==> config.mk <==
export PLATFORM = sky130hd
export DESIGN_NAME = dcmmd_decoder
export DESIGN_NICKNAME = d
export VERILOG_FILES = /design/src/dcmmd_pkg.sv /design/src/dcmmd_decoder.sv
export SDC_FILE = /design/constraint.sdc
export NUM_CORES = 1
export LEC_CHECK = 0
export BUFFER_PORTS_ARGS = -buffer_cell sky130_fd_sc_hd__buf_4
export CAP_MARGIN = 20
export CORE_ASPECT_RATIO = 1.25
export CORE_MARGIN = 2
export CORE_UTILIZATION = 39
export DETAILED_ROUTE_END_ITERATION = 8
export PLACE_DENSITY = 0.9
export SLEW_MARGIN = 15
export SYNTH_ARGS = -nofsm -noshare
export SYNTH_HDL_FRONTEND = slang
export SYNTH_SLANG_ARGS = --single-unit
==> constraint.sdc <==
create_clock -name CLOCK_I -period 1.27 [get_ports CLOCK_I]
set_input_delay 0.0635 -clock CLOCK_I [delete_from_list [all_inputs] [get_ports CLOCK_I]]
set_output_delay 0.0635 -clock CLOCK_I [all_outputs]
set_load 0.02 [all_outputs]
==> src/dcmmd_pkg.sv <==
package dcmmd_pkg;

	// ****************************************************************
	// address space geometry
	// ****************************************************************
	localparam int ADDR_W = 16;
	localparam int PAGE_W = 7;
	localparam int BLK_W = 13;
	localparam int SYNC_STAGES = 3;
	localparam logic [15:0] ROM_WIN_LO = 16'he000;
	localparam logic [15:0] ROM_BASE = 16'hf800;
	localparam logic [15:0] HOST_RELEASE_ADDR = 16'h002f;
	localparam logic [6:0] INTERNAL_PAGES = 7'h04;
	localparam int GPIO_ROM_EN_BIT = 7;
	localparam int ADDR_HALF_BIT = 15;
	localparam int ADDR_BLK_HI = 14;
	localparam int ADDR_BLK_LO = 13;

	// ****************************************************************
	// reset values
	// ****************************************************************
	localparam logic ROM_EN_RST = 1'b1;
	localparam logic STRAP_RST = 1'b0;

	// ****************************************************************
	// types
	// ****************************************************************
	typedef enum logic [1:0] {
		DCMMD_SP_PROG,
		DCMMD_SP_DATA,
		DCMMD_SP_IO
	} dcmmd_space_t;

	typedef enum logic [2:0] {
		DCMMD_TGT_NONE,
		DCMMD_TGT_DUAL,
		DCMMD_TGT_SINGLE,
		DCMMD_TGT_SHARED,
		DCMMD_TGT_ROM,
		DCMMD_TGT_EXT
	} dcmmd_target_t;

	typedef enum logic [1:0] {
		DCMMD_FETCH_RAM,
		DCMMD_FETCH_EXT,
		DCMMD_FETCH_ROM
	} dcmmd_fetch_t;

	typedef struct packed {
		logic valid;
		logic wr;
		logic [15:0] addr;
	} dcmmd_req_t;

	typedef struct packed {
		dcmmd_target_t target;
		logic [3:0] block;
		logic [2:0] ext_page;
		logic [12:0] offset;
		logic wr_en;
		logic rd_void;
	} dcmmd_sel_t;

	typedef struct packed {
		logic overlay_enable;
		logic data_upper_ram_enable;
		logic micro_mode_select;
	} dcmmd_mode_t;

endpackage

==> src/dcmmd_decoder.sv <==
// Functional notes
// - dual-access ram in 8K-word blocks, two accesses served each machine cycle
// - dual-access ram in data space after reset; overlay bit adds program space
// - single-access ram serves one access per cycle and holds data only
// - single-access ram off after reset; data-ram enable bit maps it into data
// - 128K-word shared program ram gives each subsystem one fetch per cycle
// - cpu writes to shared program ram never modify it
// - enabled 2K boot rom displaces one 8K block of shared program memory
// - clearing gpio bit 7 disables rom, exposes ram block at 0E000h
// - rom enable decided at reset from this subsystem's own rom strap
// - fetch source from external strap and rom strap: ram, external or rom
// - eight 64K program pages; 0-3 internal, 4-7 external
// - page values 8 to 127 alias onto external pages 4 to 7
// - accumulator program read/write use the extra page extension bits
// - lower 32K of each page: external if overlay 0, dual-access ram if 1
// - upper 32K: mode 0 pages 0-3 shared, others external; mode 1 all external
// - data space one 64K page; lower 32K always dual-access ram
// - upper data external if data-ram enable 0, single-access ram if 1
// - io space one 64K page, always routed external
// - with external strap 0, external writes dropped and reads undefined
// - external strap 1 and mode 1: pages 0-3 external, 4-127 alias onto 0-3
// - each core reaches only its own local ram
// - rom enable bit reads 1 after reset
// - host boot mode: host write to 002Fh clears rom enable bit
`timescale 1ns/1ps
`default_nettype none

module dcmmd_decoder
	import dcmmd_pkg::*;
(
	input wire logic CLOCK_I,
	input wire logic SYS_RST_I,
	input wire logic EXT_STRAP_PIN_I,
	input wire logic ROM_STRAP_PIN_I,
	input wire dcmmd_mode_t MODE_I,
	input wire logic [6:0] PAGE_EXT_I,
	input wire logic [6:0] ACC_PAGE_I,
	input wire logic ACC_PROG_INSTR_I,
	input wire dcmmd_req_t PROG_REQ_I,
	input wire dcmmd_req_t DATA_REQ_I,
	input wire logic DATA_IS_IO_I,
	input wire logic GPIO_WR_I,
	input wire logic [15:0] GPIO_WDATA_I,
	input wire logic HOST_WR_I,
	input wire logic [15:0] HOST_ADDR_I,
	output logic PROG_VALID_O,
	output dcmmd_sel_t PROG_SEL_O,
	output logic DATA_VALID_O,
	output dcmmd_sel_t DATA_SEL_O,
	output logic ROM_EN_O,
	output logic EXT_MODE_O,
	output dcmmd_fetch_t FETCH_SRC_O
);

	// ****************************************************************
	// decode functions
	// ****************************************************************
	// the last two synchroniser stages agree, so the pin has settled
	function automatic logic settled(input logic [SYNC_STAGES-1:0] stages);
		return stages[SYNC_STAGES-1] == stages[SYNC_STAGES-2];
	endfunction

	// page values past the internal range fold onto the four external pages;
	// in micro mode every page is external, so all values fold onto 0..3
	function automatic logic [2:0] fold_page(input logic [6:0] page, input logic micro);
		logic [2:0] folded;
		if (micro) begin
			folded = {1'b0, page[1:0]};
		end else if (page < INTERNAL_PAGES) begin
			folded = page[2:0];
		end else begin
			folded = {1'b1, page[1:0]};
		end
		return folded;
	endfunction

	// with the external strap low nothing answers outside the chip: a write
	// must never reach the pins and read data carries no meaning
	function automatic dcmmd_sel_t gate_ext(input dcmmd_sel_t sel, input logic ext_on);
		dcmmd_sel_t g;
		g = sel;
		if (g.target == DCMMD_TGT_EXT && !ext_on) begin
			g.wr_en = 1'b0;
			g.rd_void = 1'b1;
		end
		return g;
	endfunction

	// no mapping or page logic reaches the other core's ram: each
	// instance serves one core, so local selects stay local
	function automatic dcmmd_sel_t decode_prog(input logic [15:0] addr, input logic [6:0] page,
		input logic wr, input dcmmd_mode_t md, input logic ext_on, input logic rom_on);
		dcmmd_sel_t s;
		s.target = DCMMD_TGT_EXT;
		s.block = {2'b00, addr[ADDR_BLK_HI:ADDR_BLK_LO]};
		s.offset = addr[BLK_W-1:0];
		s.wr_en = wr;
		s.rd_void = 1'b0;
		s.ext_page = fold_page(page, md.micro_mode_select);
		if (!addr[ADDR_HALF_BIT]) begin
			if (md.overlay_enable) begin
				s.target = DCMMD_TGT_DUAL;
			end
		end else if (!md.micro_mode_select && page < INTERNAL_PAGES) begin
			s.target = DCMMD_TGT_SHARED;
			s.block = {page[1:0], addr[ADDR_BLK_HI:ADDR_BLK_LO]};
			s.wr_en = 1'b0;
			if (rom_on && page == 7'h00 && addr >= ROM_WIN_LO) begin
				s.target = (addr >= ROM_BASE) ? DCMMD_TGT_ROM : DCMMD_TGT_NONE;
				s.offset = {2'b00, addr[10:0]};
			end
		end
		return gate_ext(s, ext_on);
	endfunction

	function automatic dcmmd_sel_t decode_data(input logic [15:0] addr, input logic wr, input logic io,
		input dcmmd_mode_t md, input logic ext_on);
		dcmmd_sel_t s;
		s.target = DCMMD_TGT_EXT;
		s.block = {2'b00, addr[ADDR_BLK_HI:ADDR_BLK_LO]};
		s.offset = addr[BLK_W-1:0];
		s.ext_page = 3'h0;
		s.wr_en = wr;
		s.rd_void = 1'b0;
		if (io) begin
			s.target = DCMMD_TGT_EXT;
		end else if (!addr[ADDR_HALF_BIT]) begin
			s.target = DCMMD_TGT_DUAL;
		end else if (md.data_upper_ram_enable) begin
			s.target = DCMMD_TGT_SINGLE;
		end
		return gate_ext(s, ext_on);
	endfunction

	// ****************************************************************
	// strap synchronisers
	// ****************************************************************
	logic [SYNC_STAGES-1:0] ext_sync_ff;
	logic [SYNC_STAGES-1:0] rom_sync_ff;
	logic ext_stable_ff;
	logic rom_stable_ff;
	logic ext_strap_ff;
	logic rom_strap_ff;

	always_ff @(posedge CLOCK_I) begin
		ext_sync_ff <= {ext_sync_ff[SYNC_STAGES-2:0], EXT_STRAP_PIN_I};
	end

	always_ff @(posedge CLOCK_I) begin
		rom_sync_ff <= {rom_sync_ff[SYNC_STAGES-2:0], ROM_STRAP_PIN_I};
	end

	// the filter runs through reset, so a change counts only once the last
	// two stages agree and a glitch lasting one clock never reaches the strap latch
	always_ff @(posedge CLOCK_I) begin
		if (settled(ext_sync_ff)) begin
			ext_stable_ff <= ext_sync_ff[SYNC_STAGES-1];
		end
	end

	always_ff @(posedge CLOCK_I) begin
		if (settled(rom_sync_ff)) begin
			rom_stable_ff <= rom_sync_ff[SYNC_STAGES-1];
		end
	end

	// straps are caught while reset is held; the last sample before release
	// stands until the next reset, so pins moving later change nothing.
	// limitation: a strap change needs five reset clocks to reach the latch
	always_ff @(posedge CLOCK_I) begin
		if (SYS_RST_I) begin
			ext_strap_ff <= ext_stable_ff;
		end
	end

	always_ff @(posedge CLOCK_I) begin
		if (SYS_RST_I) begin
			rom_strap_ff <= rom_stable_ff;
		end
	end

	// ****************************************************************
	// boot rom enable bit
	// ****************************************************************
	logic rom_en_ff;
	logic nxt_rom_en;
	logic rom_active;

	always_comb begin
		nxt_rom_en = rom_en_ff;
		if (GPIO_WR_I) begin
			nxt_rom_en = GPIO_WDATA_I[GPIO_ROM_EN_BIT];
		end
		if (HOST_WR_I && !ext_strap_ff && HOST_ADDR_I == HOST_RELEASE_ADDR) begin
			nxt_rom_en = 1'b0;
		end
	end

	always_ff @(posedge CLOCK_I) begin
		if (SYS_RST_I) begin
			rom_en_ff <= ROM_EN_RST;
		end else begin
			rom_en_ff <= nxt_rom_en;
		end
	end

	// rom only maps in when the rom and external straps are both set and the enable bit has not been cleared
	assign rom_active = rom_en_ff & rom_strap_ff & ext_strap_ff;

	// ****************************************************************
	// access decode
	// ****************************************************************
	logic [6:0] prog_page;
	dcmmd_sel_t nxt_prog_sel;
	dcmmd_sel_t nxt_data_sel;
	dcmmd_fetch_t nxt_fetch;

	// accumulator-addressed program moves carry their own page bits
	assign prog_page = ACC_PROG_INSTR_I ? ACC_PAGE_I : PAGE_EXT_I;

	// program and data ports decode in parallel so both may hit dual-access
	// ram in one cycle; single-access ram is only ever on the data port
	always_comb begin
		nxt_prog_sel = decode_prog(PROG_REQ_I.addr, prog_page, PROG_REQ_I.wr, MODE_I, ext_strap_ff,
			rom_active);
		nxt_data_sel = decode_data(DATA_REQ_I.addr, DATA_REQ_I.wr, DATA_IS_IO_I, MODE_I,
			ext_strap_ff);
	end

	always_comb begin
		if (!ext_strap_ff) begin
			nxt_fetch = DCMMD_FETCH_RAM;
		end else if (rom_strap_ff) begin
			nxt_fetch = DCMMD_FETCH_ROM;
		end else begin
			nxt_fetch = DCMMD_FETCH_EXT;
		end
	end

	// ****************************************************************
	// registered outputs
	// ****************************************************************
	// outputs are flopped for clean timing: the select trails the request by
	// one clock, which the core's machine cycle absorbs
	always_ff @(posedge CLOCK_I) begin
		if (SYS_RST_I) begin
			PROG_VALID_O <= 1'b0;
		end else begin
			PROG_VALID_O <= PROG_REQ_I.valid;
		end
	end

	// an idle cycle still shows its decode but never carries a write
	always_ff @(posedge CLOCK_I) begin
		if (SYS_RST_I) begin
			PROG_SEL_O <= '0;
		end else begin
			PROG_SEL_O <= nxt_prog_sel;
			if (!PROG_REQ_I.valid) begin
				PROG_SEL_O.wr_en <= 1'b0;
			end
		end
	end

	always_ff @(posedge CLOCK_I) begin
		if (SYS_RST_I) begin
			DATA_VALID_O <= 1'b0;
		end else begin
			DATA_VALID_O <= DATA_REQ_I.valid;
		end
	end

	always_ff @(posedge CLOCK_I) begin
		if (SYS_RST_I) begin
			DATA_SEL_O <= '0;
		end else begin
			DATA_SEL_O <= nxt_data_sel;
			if (!DATA_REQ_I.valid) begin
				DATA_SEL_O.wr_en <= 1'b0;
			end
		end
	end

	always_ff @(posedge CLOCK_I) begin
		if (SYS_RST_I) begin
			ROM_EN_O <= ROM_EN_RST;
		end else begin
			ROM_EN_O <= rom_en_ff;
		end
	end

	always_ff @(posedge CLOCK_I) begin
		if (SYS_RST_I) begin
			EXT_MODE_O <= STRAP_RST;
		end else begin
			EXT_MODE_O <= ext_strap_ff;
		end
	end

	always_ff @(posedge CLOCK_I) begin
		if (SYS_RST_I) begin
			FETCH_SRC_O <= DCMMD_FETCH_RAM;
		end else begin
			FETCH_SRC_O <= nxt_fetch;
		end
	end

endmodule

`default_nettype wire

==> impl_metrics.py, run 1 <==
metrics = {
    "finish": {
        "final_cells": 398,
        "fin_util_pct": 74.4,
        "drive_gt1_share_pct": 45.3,
        "nFillCells": 311,
        "fin_area_mm2": 0.00357,
        "layout.nets": 426,
        "syn2layout_area_growth_pct": 81.8,
        "num_antenna_cells": 0,
    },
    "synthesis": {
        "synth-seq-area-share_pct": 65.3,
        "ys.flop_type": "dfxtp_1",
        "synth_area_mm2": 0.00196,
        "ys_warn_count": 0,
        "synthArstFlopShare_pct": 0,
        "netlist_top_cells_count": "dfxtp_1 (58), nor2b_1 (34), nor2_1 (8), nor3_1 (8), buf_4 (5)",
        "yosysTopAreaCell": "dfxtp_1",
        "synthDistinctLibCells": 37,
        "ys_ff_latch": 62,
        "synth-edff-count": 4,
        "syn_avg_cell_area_um2": 12.3,
        "yosysMostFrequentCell": "dfxtp_1",
        "synth_cells": 160,
        "yosys-top-cells-area": "dfxtp_1 (59%), nor2b_1 (11%), edfxtp_1 (6.1%)",
        "yosys.area.top_type_share_pct": 59.1,
    },
    "global_route": {
        "grt_start_max_net_pins": 53,
        "antenna_found_initial": 0,
        "grt_pass1_vias": 1923,
        "grt.overflow.total": 0,
        "track_usage_pct": 20.7,
        "grt_pass1_wl_um": 8500,
    },
    "clocking": {
        "htree_levels": 3,
        "clk_path_buf_depth": 2,
        "tritoncts": "done",
        "cts-root-buf": "clkbuf_8",
        "post_cts_resize_count": 0,
        "cts_buffers": 9,
        "numClockSinks": 62,
        "cts_hold_buf": 39,
        "post_cts_buffers": 0,
        "worst_skew_pair.late_latency_ps": 320,
        "cts.clk_slew.worst_paths_ps": 70,
    },
    "hold_path": {
        "hold_depth": 3,
        "hold_path.class": "in -> reg",
    },
    "detailed_routing": {
        "ant_nets": 0,
        "drt_iter0_drc": 113,
        "wl_um": 5590,
        "drc": 0,
        "vias_per_cell": 4.53,
        "vias": 1801,
        "wire_per_inst_um": 14.0,
        "dr.pass1.iters": 4,
    },
    "setup_path": {
        "cp.required_ps": 1480,
        "r2r_cells": 3,
        "crit_path_top_delay_cell": "dlygate4sd3_1",
        "crit_cells": 5,
        "cp-end-kind": "flip-flop",
        "critical_path_buf_inv_count": 2,
        "cp_slowest_stage_delay_ps": 540,
        "arrival_ps": 1440,
        "critical_path_class": "in -> reg",
        "crit_path_start_kind": "primary input",
        "crit_family": "buffers and inverters",
        "cp_cell_sequence": "dlygate4sd3_1 > buf_4 > nor4b_2 > a22oi_2 > a22o_1",
        "crit_fanout": 4,
    },
    "placement": {
        "gp_congestion": 0.705,
        "dp_slack_ps": 141,
        "dp.cells": 343,
        "port_buffers": 128,
        "place_area_mm2": 0.00296,
        "dpl.hpwl_um": 3800,
    },
    "sta": {
        "setup_viol": 0,
        "worst_pin_slew_ps": 512,
        "rsz0062_at_grt": "no",
        "slew_headroom_pct": 65.8,
        "slew_viol_final": 0,
        "tns_ps": 0,
        "fin_crit_sh_pct": 97.0,
        "final.min_clock_period_ps": 1230,
        "max_freq_mhz": 812,
        "worst_slack_ps": 38.2,
        "hold_viol": 0,
        "finalClockSkew_ps": 7.29,
        "hold_ws_ps": 15.9,
    },
    "floorplan": {
        "die_w_um": 67.5,
        "io_pins": 149,
        "die_h_um": 83.3,
        "initial_core_util_pct": 40.9,
        "fp-row-count": 28,
        "dieArea_mm2": 0.00562,
        "core_area_mm2": 0.00480,
    },
    "run_status": {
        "status": "complete, no violations",
    },
    "power_and_ir_drop": {
        "p_per_area_mw_per_mm2": 1300,
        "ir_worst_vdd_uv": 897,
        "fin_total_pwr_mw": 4.64,
        "p_leak_nw": 1.66,
    },
    "job": {
        "cap_violations": 0,
    },
}
==> routing by layer <==
metal / track usage (%) / up-vias / routed length (um)
met5: 0 / - / 0
met4: 12.2 / 0 / 122
met3: 4.47 / 12 / 386
met2: 39.6 / 92 / 3360
met1: 18.5 / 823 / 1720
li1: - / 874 / -
==> report_power, final <==
part	internal, mW	switching, mW
Clock	1.15	0.699
Sequential	2.07	0.0363
Combinational	0.392	0.291
Total	3.62	1.03
==> cell type report <==
type	instances	area, um2	area share [%]
sequential	62	1280	35.9
multi-input combinational	91	636	17.8
clock buffer	12	145	4.07
tap	60	75.1	2.10
timing repair buffer	168	1360	38.1
clock inverter	4	70.1	1.96
inverter	1	3.75	0.105
==> path summary, 6_finish.rpt <==
kind	from	to	slack [ps]
setup reg to reg	ext_strap_ff	FETCH_SRC_O[1]	220
hold / removal	ACC_PAGE_I[1]	PROG_SEL_O[16]	20
hold reg to reg	rom_sync_ff[0]	rom_sync_ff[1]	330
setup / recovery	MODE_I[0]	PROG_SEL_O[24]	40
==> layout by cell type, fill, tap and decap left out, drive strengths merged, types with 2 or more instances in the layout <==
cell / Yosys / layout
nor2: 8 / 8
nor4b: 4 / 4
buf: 7 / 129
a21oi: 4 / 4
xnor2: 2 / 2
nand2: 3 / 3
nor3b: 2 / 2
a22o: 2 / 2
bufinv: 0 / 2
clkbuf: 3 / 12
nor4: 3 / 3
dfxtp: 58 / 58
nand2b: 2 / 2
mux2i: 2 / 2
dlygate4sd3: 0 / 39
edfxtp: 4 / 4
clkinv: 0 / 2
conb: 1 / 5
nor2b: 34 / 34
nor3: 8 / 8
==> worst min-delay path, stage by stage <==
cell and delay (ps):
buf_4 90, mux2i_1 80, nor2_1 80
==> logic make-up (layout without fill, tap and decap cells) <==
family                    count (synthesis)  after routing  synth area share [%]
AOI/OAI and AO/OA                        13             13                  5.67
DFF                                      62             62                  65.3
xor gates and xnor gates                  2              2                 0.892
buffers and inverters                    11            185                  3.12
muxes                                     2              2                  1.02
and+or+nand+nor                          69             69                  23.8
other                                     1              5                 0.191
==> flip-flops by register name, summed over array words and instances, names as in the netlist, 2 cells and up <==
register / flops
PROG_SEL_O: 25
DATA_SEL_O: 20
ext_sync_ff: 3
rom_sync_ff: 3
FETCH_SRC_O: 2
Note: power is estimated with default switching activity, not from simulation.
==> run 2: changes to the inputs <==
Settings changed: ABC_AREA set to 1, PLACE_DENSITY 0.9 to 0.89.
==> impl_metrics.py, run 2 <==
metrics = {
    "finish": {
        "top_register": "PROG_SEL_O",
        "layout_common_cells": "buf_4 (129), dfxtp_1 (58), nor2_1 (54)",
        "fin_util_pct": 71.8,
        "num_antenna_cells": 0,
        "layout.nets": 489,
        "largest_reg_flops": 25,
        "reg_top3": "PROG_SEL_O: 25 flops, DATA_SEL_O: 20 flops",
        "syn2layout_area_growth_pct": 78.8,
        "final_common_cell": "buf_4",
        "drive_gt1_share_pct": 40.1,
    },
    "sta": {
        "max_freq_mhz": 847,
        "tns_ps": 0,
        "fin_crit_sh_pct": 93.0,
        "final.min_clock_period_ps": 1180,
        "finalClockSkew_ps": 7.91,
        "slew_viol_final": 0,
        "setup_viol": 0,
        "rsz0062_at_grt": "no",
        "hold_viol": 0,
    },
    "synthesis": {
        "synth-edff-count": 4,
        "synthDistinctLibCells": 24,
        "ys.flop_type": "dfxtp_1",
        "ys_ff_latch": 62,
        "ys_warn_count": 0,
        "syn_avg_cell_area_um2": 9.06,
        "synth-seq-area-share_pct": 63.7,
        "netlist_top_cells_count": "dfxtp_1 (58), nor2_1 (54), inv_1 (41)",
        "synth_cells": 222,
        "synth_area_mm2": 0.00201,
        "yosys.area.top_type_share_pct": 57.7,
        "yosysTopAreaCell": "dfxtp_1",
        "synthArstFlopShare_pct": 0,
        "yosysMostFrequentCell": "dfxtp_1",
        "yosys-top-cells-area": "dfxtp_1 (58%), nor2_1 (10%), inv_1 (7.7%)",
    },
    "placement": {
        "gp_congestion": 0.726,
        "dpl.hpwl_um": 3780,
        "port_buffers": 128,
    },
    "clocking": {
        "tritoncts": "done",
        "htree_levels": 3,
        "worst_skew_pair.late_latency_ps": 330,
        "clk_path_buf_depth": 2,
        "numClockSinks": 62,
        "cts_buffers": 9,
        "cts-root-buf": "clkbuf_8",
        "cts.clk_slew.worst_paths_ps": 70,
    },
    "detailed_routing": {
        "drc": 0,
        "dr.pass1.iters": 4,
        "vias": 1985,
        "wire_per_inst_um": 12.0,
        "vias_per_cell": 4.29,
        "drt_iter0_drc": 134,
        "wl_um": 5570,
        "ant_nets": 0,
    },
    "setup_path": {
        "r2r_slack_ps": 160,
        "critical_path_class": "in -> reg",
        "path_common_cell": "dlygate4sd3_1",
        "crit_path_top_delay_cell": "dlygate4sd3_1",
        "arrival_ps": 1460,
        "reg2reg_from": "ext_strap_ff",
        "cp-end-kind": "flip-flop",
        "crit_family": "buffers and inverters",
        "cp.required_ps": 1550,
        "cp_cell_sequence": "dlygate4sd3_1 > buf_4 > nor3_1 > dlygate4sd3_1",
        "r2r_cells": 7,
        "rr_endpoint": "PROG_SEL_O[13]",
        "critical_path_buf_inv_count": 3,
        "cp_slowest_stage_delay_ps": 560,
        "crit_path_start_kind": "primary input",
        "crit_fanout": 3,
    },
    "job": {
        "cap_violations": 0,
    },
    "global_route": {
        "track_usage_pct": 20.1,
        "antenna_found_initial": 0,
        "grt_pass1_vias": 2055,
        "grt_start_max_net_pins": 32,
        "grt_pass1_wl_um": 8500,
        "grt.overflow.total": 0,
    },
    "floorplan": {
        "die_w_um": 68.2,
        "fp-row-count": 29,
        "initial_core_util_pct": 40.2,
        "dieArea_mm2": 0.00575,
        "io_pins": 149,
        "core_area_mm2": 0.00501,
        "die_h_um": 84.3,
    },
    "hold_path": {
        "hold_depth": 5,
        "hold_path.class": "in -> reg",
        "min_to": "rom_en_ff",
        "min_from": "HOST_ADDR_I[14]",
    },
    "power_and_ir_drop": {
        "p_per_area_mw_per_mm2": 1220,
        "ir_worst_vdd_uv": 1010,
        "p_leak_nw": 1.88,
    },
    "run_status": {
        "status": "complete, no violations",
    },
}
[run 2: kinds of logic (layout without fill, tap and decap cells)]
| group | Yosys count | in the layout | synth area share [%] |
|---|---|---|---|
| flip-flops | 62 | 62 | 63.7 |
| buffers and inverters | 53 | 228 | 11.1 |
| AO/OA/AOI/OAI | 4 | 4 | 1.18 |
| AND/OR/NAND/NOR | 100 | 100 | 22.9 |
| other | 1 | 5 | 0.187 |
| XOR/XNOR | 2 | 2 | 0.871 |
[run 2: what timing repair did]
item / in CTS / in global routing
hold buffers: 40 / 0
setup endpoints to repair: 0 / 0
hold endpoints to repair: 41 / 0
setup buffers: 0 / 0
gates resized for setup: 0 / 0
[run 2: worst max path at each step]
| stage | start | to | slack (ps) | cells after the start |
|---|---|---|---|---|
| floorplan | ext_strap_ff | PROG_SEL_O[13] | 280 | 7 |
| global placement | ext_strap_ff | PROG_SEL_O[14] | 210 | 7 |
| detailed placement | ext_strap_ff | PROG_SEL_O[13] | 160 | 7 |
| CTS | DATA_IS_IO_I | DATA_SEL_O[23] | 110 | 4 |
| global route | ext_strap_ff | PROG_SEL_O[22] | 60 | 7 |
| finish | DATA_IS_IO_I | DATA_SEL_O[23] | 90 | 4 |
[run 2: final cells by class]
| class | count | area (um2) |
|---|---|---|
| clock buffers | 13 | 169 |
| well taps | 62 | 77.6 |
| flip-flops and latches | 62 | 1280 |
| repair buffers | 169 | 1370 |
| multi-input cells | 111 | 520 |
| fillers | 369 | 1410 |
| inverters | 43 | 161 |
| clock inverters | 3 | 16.3 |
[run 2: tightest hold or removal path: stages]
cell	delay [ps]
buf_4	80
nor3b_1	40
nand3_1	70
nand2_1	50
nand2_1	50
[run 2: where the power goes]
part / switching, mW / internal, mW / total (mW)
clock network: 0.710 / 0.863 / 1.57
registers: 0.0350 / 2.07 / 2.11
logic: 0.316 / 0.379 / 0.695
[run 2: metal layers]
layer	global-route usage [%]	part of all wire, %
met1	17.2	33
met2	38.2	57
met3	7.10	8.2
met4	10.4	2.1
met5	0	0
[run 2: per-stage QoR]
step           instance area [um2]  power (mW)  cells  setup slack [ps]  hold WS, ps
2_1_floorplan                 2030        2.41    226               280         91.2
3_3_place_gp                  3010        2.72    407               206          168
3_5_place_dp                  3010        2.74    407               159          169
4_1_cts                       3590        4.41    463               110         19.5
5_1_grt                       3590        4.57    463              63.6         53.4
6_report                      3590        4.37    463              89.0         34.4
